$ cat src/hw/rpel_pkg.sv
// Package for the root port error message logger: map, fields, carriers
package rpel_pkg;
    localparam logic [11:0] RPEL_STS_OFFS  = 12'h130;
    localparam logic [11:0] RPEL_SID_OFFS  = 12'h134;
    localparam int          RPEL_FC_BIT    = 0;
    localparam int          RPEL_MC_BIT    = 1;
    localparam int          RPEL_FU_BIT    = 2;
    localparam int          RPEL_MU_BIT    = 3;
    localparam int          RPEL_FF_BIT    = 4;
    localparam int          RPEL_NF_BIT    = 5;
    localparam int          RPEL_FD_BIT    = 6;
    localparam int          RPEL_MSG_LSB   = 27;
    localparam logic [6:0]  RPEL_STS_RST   = 7'h00;
    localparam logic [15:0] RPEL_ID_RST    = 16'h0000;
    localparam logic [4:0]  RPEL_MSG_RST   = 5'h00;
    localparam logic [31:0] RPEL_DAT_RST   = 32'h0000_0000;

    // One error report from a source: class strobes and requestor ID
    typedef struct packed {
        logic        corr;
        logic        nonfatal;
        logic        fatal;
        logic [15:0] req_id;
    } rpel_err_t;

    // State that survives system reset
    typedef struct packed {
        logic [6:0]  sts;
        logic [15:0] unc_id;
        logic [15:0] cor_id;
        logic        fatal_esc;
        logic        nonfatal_esc;
    } rpel_sticky_t;

    // Bus slave state, cleared by system reset
    typedef struct packed {
        logic        ack;
        logic [31:0] dat;
    } rpel_bus_t;
endpackage
$ cat src/hw/rpel_logger.sv
// Root port error message status and source ID logger with Wishbone slave
//
// Behaviour
// - An arriving error sets its class first flag and logs requestor ID.
// - Writing one clears a status flag; writing zero leaves it alone.
// - Repeat error while first flag set sets multiple flag, ID kept.
// - Read-only five-bit interrupt message number field, resets to zero.
// - Bit 6 sets on any fatal message and holds until written one.
// - Bits 6, 4 and 2 decide when fatal escalation clears.
// - Bit 5 sets on any non-fatal message and holds until written one.
// - Bits 5, 4 and 2 decide when non-fatal escalation clears.
// - Bit 4 holds first uncorrectable severity: one fatal, zero non-fatal.
// - Bit 3 sets on uncorrectable error while bit 2 already set.
// - Two uncorrectable first errors together set bit 2 but not bit 3.
// - Bit 2 sets on the first fatal or non-fatal error.
// - Bit 1 sets on correctable error while bit 0 already set.
// - Two correctable first errors together set only bit 0.
// - Bit 0 sets on the first correctable error.
// - Upper ID half logs uncorrectable source only while bit 2 clear.
// - Lower ID half logs correctable source only while bit 0 clear.
// - Link error ID wins over internal error ID in the same clock.
// - Flags and IDs survive system reset; only power-up clears them.
`timescale 1ns/1ps
`default_nettype none
module rpel_logger
    import rpel_pkg::*;
#(
    parameter logic [4:0] MSG_NUM = RPEL_MSG_RST
)(
    input  wire logic        mclk_i,
    input  wire logic        rst_n_i,
    input  wire logic        pwr_rst_n_i,
    input  wire rpel_err_t   link_err_i,
    input  wire rpel_err_t   int_err_i,
    input  wire logic        wb_cyc_i,
    input  wire logic        wb_stb_i,
    input  wire logic        wb_we_i,
    input  wire logic [11:0] wb_adr_i,
    input  wire logic [3:0]  wb_sel_i,
    input  wire logic [31:0] wb_dat_i,
    output logic      [31:0] wb_dat_o,
    output logic             wb_ack_o,
    output logic             fatal_esc_o,
    output logic             nonfatal_esc_o
);
    rpel_sticky_t st_q;
    rpel_sticky_t st_d;
    rpel_bus_t    bus_q;
    rpel_bus_t    bus_d;

    logic [31:0] sts_word;
    logic [31:0] sid_word;
    logic [31:0] be_mask;
    logic [6:0]  clr;
    logic [6:0]  set;
    logic [6:0]  nsts;
    logic        any_cor;
    logic        any_unc;
    logic        any_fat;
    logic        any_nf;
    logic        first_fatal;
    logic [15:0] unc_src;
    logic [15:0] cor_src;
    logic        wr_sts;
    logic        lnk_unc;

    // Reserved bits read zero message number is fixed
    assign sts_word = {MSG_NUM, 20'h0_0000, st_q.sts};
    assign sid_word = {st_q.unc_id, st_q.cor_id};
    assign be_mask  = {{8{wb_sel_i[3]}}, {8{wb_sel_i[2]}},
                       {8{wb_sel_i[1]}}, {8{wb_sel_i[0]}}};

    always_comb
    begin
        st_d     = st_q;
        any_cor  = link_err_i.corr | int_err_i.corr;
        any_fat  = link_err_i.fatal | int_err_i.fatal;
        any_nf   = link_err_i.nonfatal | int_err_i.nonfatal;
        any_unc  = any_fat | any_nf;
        lnk_unc  = link_err_i.fatal | link_err_i.nonfatal;
        // Link source has priority for the logged ID and severity
        unc_src  = lnk_unc ? link_err_i.req_id : int_err_i.req_id;
        cor_src  = link_err_i.corr ? link_err_i.req_id : int_err_i.req_id;
        first_fatal = lnk_unc ? link_err_i.fatal : int_err_i.fatal;
        // Write takes effect at the edge where ack is seen
        wr_sts   = wb_cyc_i & wb_stb_i & wb_we_i & bus_q.ack
                   & (wb_adr_i == RPEL_STS_OFFS);
        clr      = wr_sts ? (wb_dat_i[6:0] & be_mask[6:0]) : 7'h00;
        set      = 7'h00;
        set[RPEL_FC_BIT] = any_cor;
        set[RPEL_MC_BIT] = any_cor & st_q.sts[RPEL_FC_BIT];
        set[RPEL_FU_BIT] = any_unc;
        set[RPEL_MU_BIT] = any_unc & st_q.sts[RPEL_FU_BIT];
        set[RPEL_FF_BIT] = any_unc & ~st_q.sts[RPEL_FU_BIT] & first_fatal;
        set[RPEL_FD_BIT] = any_fat;
        set[RPEL_NF_BIT] = any_nf;
        // Set wins over a same-cycle clear so no event is lost
        nsts = (st_q.sts & ~clr) | set;
        // A non-fatal first error forces severity to zero even if bit 4 stale
        if (any_unc & ~st_q.sts[RPEL_FU_BIT] & ~first_fatal)
        begin
            nsts[RPEL_FF_BIT] = 1'b0;
        end
        st_d.sts = nsts;
        if (any_unc & ~st_q.sts[RPEL_FU_BIT])
        begin
            st_d.unc_id = unc_src;
        end
        if (any_cor & ~st_q.sts[RPEL_FC_BIT])
        begin
            st_d.cor_id = cor_src;
        end
        // Escalation holds while its detect bit is set, or while bit 2 is set and bit 4 gives its severity
        st_d.fatal_esc    = nsts[RPEL_FD_BIT]
                            | (nsts[RPEL_FU_BIT] & nsts[RPEL_FF_BIT]);
        st_d.nonfatal_esc = nsts[RPEL_NF_BIT]
                            | (nsts[RPEL_FU_BIT] & ~nsts[RPEL_FF_BIT]);

        // Single-wait-state slave; unmapped addresses ack with zero data
        bus_d     = bus_q;
        bus_d.ack = wb_cyc_i & wb_stb_i & ~bus_q.ack;
        bus_d.dat = RPEL_DAT_RST;
        if (wb_cyc_i & wb_stb_i & ~bus_q.ack & ~wb_we_i)
        begin
            case (wb_adr_i)
                RPEL_STS_OFFS: bus_d.dat = sts_word;
                RPEL_SID_OFFS: bus_d.dat = sid_word;
                default:       bus_d.dat = RPEL_DAT_RST;
            endcase
        end
    end

    // Sticky state sees only power-up reset, not system reset
    always_ff @(posedge mclk_i or negedge pwr_rst_n_i)
    begin
        if (!pwr_rst_n_i)
        begin
            st_q <= '{sts: RPEL_STS_RST, unc_id: RPEL_ID_RST,
                      cor_id: RPEL_ID_RST, fatal_esc: 1'b0,
                      nonfatal_esc: 1'b0};
        end
        else
        begin
            st_q <= st_d;
        end
    end

    always_ff @(posedge mclk_i or negedge rst_n_i)
    begin
        if (!rst_n_i)
        begin
            bus_q <= '{ack: 1'b0, dat: RPEL_DAT_RST};
        end
        else
        begin
            bus_q <= bus_d;
        end
    end

    assign wb_ack_o       = bus_q.ack;
    assign wb_dat_o       = bus_q.dat;
    assign fatal_esc_o    = st_q.fatal_esc;
    assign nonfatal_esc_o = st_q.nonfatal_esc;
endmodule
`default_nettype wire

$ cat config.mk
export PLATFORM = sky130hd
export DESIGN_NAME = rpel_logger
export DESIGN_NICKNAME = d
export VERILOG_FILES = /design/src/hw/rpel_pkg.sv /design/src/hw/rpel_logger.sv
export SDC_FILE = /design/constraint.sdc
export NUM_CORES = 1
export LEC_CHECK = 0
export ABC_AREA = 1
export BUFFER_PORTS_ARGS = -buffer_cell sky130_fd_sc_hd__buf_4
export CORE_MARGIN = 2
export CORE_UTILIZATION = 35
export DETAILED_ROUTE_END_ITERATION = 16
export GPL_TIMING_DRIVEN = 1
export PLACE_DENSITY_LB_ADDON = 0.2
export SETUP_SLACK_MARGIN = 0.02
export SYNTH_ARGS = -nofsm -noshare
export SYNTH_HDL_FRONTEND = slang
export SYNTH_SLANG_ARGS = --single-unit
$ cat constraint.sdc
create_clock -name mclk_i -period 1.15 [get_ports mclk_i]
set_input_delay 0.0575 -clock mclk_i [delete_from_list [all_inputs] [get_ports mclk_i]]
set_output_delay 0.0575 -clock mclk_i [all_outputs]
set_load 0.01 [all_outputs]
==> summary.md <==
| Metric | Value |
|---|---|
| Total wire length | `8468 um` |
| Die area | `10,300 um2` |
| Mapped Cells | `367` |
| Setup-failing EPs final | `1` |
| Share of layout cells above drive strength 1 | `34.21%` |
| Cell row count | `35` |
| Run status | `complete, but fails checks` |
| Grt total ovfl | `0` |
| H-tree levels | `3` |
| IO buf count | `98` |
| Filler cells | `888` |
| Pleak | `2.316 nW` |
| Area delta synth->final | `43.14%` |
| Register area share after synthesis | `55.66%` |
| Avg WL per Cell | `13.59 um` |
| Die height | `101.5 um` |
| CTS clk-pin slew, worst paths | `0.07 ns` |
| CTS Root Cell | `clkbuf_8` |
| Post-DP Area | `4252 um2` |
| Die W | `101.5 um` |
| Deepest clock path buffer count | `2` |
| First-pass GRT wire length | `13,390 um` |
| Post-Layout Inst Area | `4762 um2` |
| Drt drc | `0` |
| Worst Tran Pin Value | `0.5404 ns` |
| Final min period | `1.156 ns` |
| CP required | `1.39 ns` |
| Drt first pass iters | `4` |
| Diode count | `0` |
| WP data arrival | `1.39 ns` |
| Largest net degree at the start of global routing | `42` |
| Starting Density | `36.01%` |
| Placed Cells | `585` |
| CTS sink cnt | `74` |
| Yosys warning count | `0` |
| Hold Path Class | `in2reg` |
| Max Fclk | `865.3 MHz` |
| Via count of the first global-routing pass | `2,851` |
| Worst skew pair latency | `0.34 ns` |
| Drt initial violations | `72` |
| CP Capture Type | `flip-flop` |
| Gr usage total | `16.86%` |
| Most frequent cells in the layout | `104 x buf_4, 73 x dfrtp_1, 71 x nand2_1` |
| Hpwl dp | `5844 um` |
| Top Ports | `127` |
| Initial antenna violation count | `0` |
| Area taken by multi-input logic gates | `1205 um2` |
| Max Slew Vio Count | `0` |
| RSZ-0062 raised after global routing | `true` |
| Post-route clock skew | `0.01204 ns` |
| Pwr Density | `1193 nW/um2` |
| Worst rel slew slack | `63.98%` |
| Failing checks | `negative setup slack` |
| CTS buffer count | `9` |
| Post-route antenna net violation count | `0` |
| CP Launch Type | `flip-flop` |
| Placer Congestion | `0.7664` |
| Max-cap viol count | `0` |
| Vias per cell | `4.562` |
| Crit Path Max Fanout | `5` |
| Most common cell after layout, fill and taps aside | `buf_4` |
| Period utilization | `100.5%` |
| Fin nets | `581` |
| Fin. Hold Viols | `0` |
| Layout Cells excl Fill | `623` |
| Critical path start-end classification | `reg2reg` |
| Worst setup margin | `-0.005614 ns` |
| Yosys reg bits | `74` |
| Core area | `9240 um2` |
| CTS tree | `built` |
| Syn avg cell area | `9.065 um2` |
| Post-Synthesis Net Count | `459` |
| Number of distinct library cells after synthesis | `26` |
| Register area | `1853 um2` |
| Total number of vias | `2,842` |
| Largest vdd supply drop | `701.3 uV` |
| Synthesized cell area | `3327 um2` |
==> routing by layer <==
layer / vias up / wire, um / share of wire (%) / GRT usage, %
li1: 1413 / - / - / -
met1: 1329 / 3755 / 44 / 22.23
met2: 91 / 4070 / 48 / 27.51
met3: 9 / 510 / 6.0 / 3.244
met4: 0 / 130 / 1.5 / 6.653
met5: - / 0 / 0 / 0
==> path summary, 6_finish.rpt <==
kind	startpoint	endpoint	slack [ns]	depth (start not counted)
max	wb_ack_o	fatal_esc_o	-0.006	7
min	link_err_i[2]	sid_word[18]	0.01	3
max reg2reg	wb_ack_o	fatal_esc_o	-0.006	7
min reg2reg	st_q[35]	st_q[35]	0.51	2
max in group asynchronous	pwr_rst_n_i	st_q[36]	0.53	2
min in group asynchronous	rst_n_i	wb_dat_o[11]	0.18	2
==> synth_stat cells <==
library cell / count / area [um2]
clkbuf_1: 8 / 30.03
buf_6: 3 / 33.78
nand2_1: 75 / 281.5
o21ai_2: 3 / 26.28
or2_4: 1 / 8.760
dfrtp_1: 74 / 1852
a21boi_0: 1 / 7.510
o211ai_1: 16 / 120.1
and3b_1: 1 / 8.760
nor2_1: 23 / 86.33
nand4_1: 4 / 25.02
nor2_2: 3 / 18.77
buf_2: 7 / 35.03
nor2_4: 1 / 11.26
buf_1: 1 / 3.750
nand3_1: 1 / 5.000
nand2_2: 1 / 6.260
nor3_1: 5 / 25.02
o21ai_1: 1 / 5.000
a21oi_1: 24 / 120.1
inv_1: 55 / 206.5
nor3_2: 21 / 210.2
nand2_4: 1 / 11.26
o21ai_0: 35 / 175.2
and2_4: 1 / 8.760
clkinv_2: 1 / 5.000
==> report_power, final <==
part	internal (mW)	switching, mW	total (mW)
registers	2.74	0.0545	2.80
clock network	1.28	0.955	2.23
logic	0.303	0.354	0.657
==> critical path: stages (launching register included) <==
cell and delay [ns]:
dfrtp_1 0.39, nand2_2 0.08, nor2_4 0.16, nand4_1 0.15
nand2_1 0.11, nand2_2 0.06, nand2_2 0.06, nand2_1 0.04
==> flip-flops by register name (all words and copies together) (netlist names) <==
register / flops
sid_word: 32
wb_ack_o: 1
nonfatal_esc_o: 1
st_q: 7
fatal_esc_o: 1
wb_dat_o: 32
==> area by class of cell <==
type / instances / share of cell area, %
sequential: 74 / 38.91
multi-input combinational: 218 / 25.30
timing repair buffer: 130 / 23.36
inverter: 56 / 4.440
tap: 129 / 3.389
clock buffer: 11 / 2.969
clock inverter: 5 / 1.629
==> kinds of logic (layout without fill, tap and decap cells) <==
group / after synthesis / in the layout / synth area share (%)
AND/OR/NAND/NOR: 138 / 138 / 21.25
buffers and inverters: 75 / 202 / 9.439
flip-flops: 74 / 74 / 55.66
AO/OA/AOI/OAI: 80 / 80 / 13.65
==> stage by stage <==
step | hold WS (ns) | power, mW | setup WS, ns | util [%] | setup TNS, ns
global placement | 0.02214 | 3.428 | -0.01080 | 46.01 | -0.01429
global route | 0.02257 | 5.951 | -0.1244 | 51.54 | -1.362
CTS | 0.004328 | 5.721 | 0.01732 | 50.62 | 0
floorplan | -0.2381 | 3.109 | 0.02853 | - | 0
detailed placement | 0.02849 | 3.446 | -0.03972 | 46.01 | -0.1175
finish | 0.009995 | 5.682 | -0.005614 | 51.54 | -0.005614
==> what timing repair did <==
item,in CTS,in global routing
hold endpoints to repair,91,0
hold buffers,19,0
resized for setup,3,12
gates cloned,0,2
setup buffers,0,1
pin swaps,0,8
endpoints found under the setup margin,4,46
(Power assumes the default switching activity.)
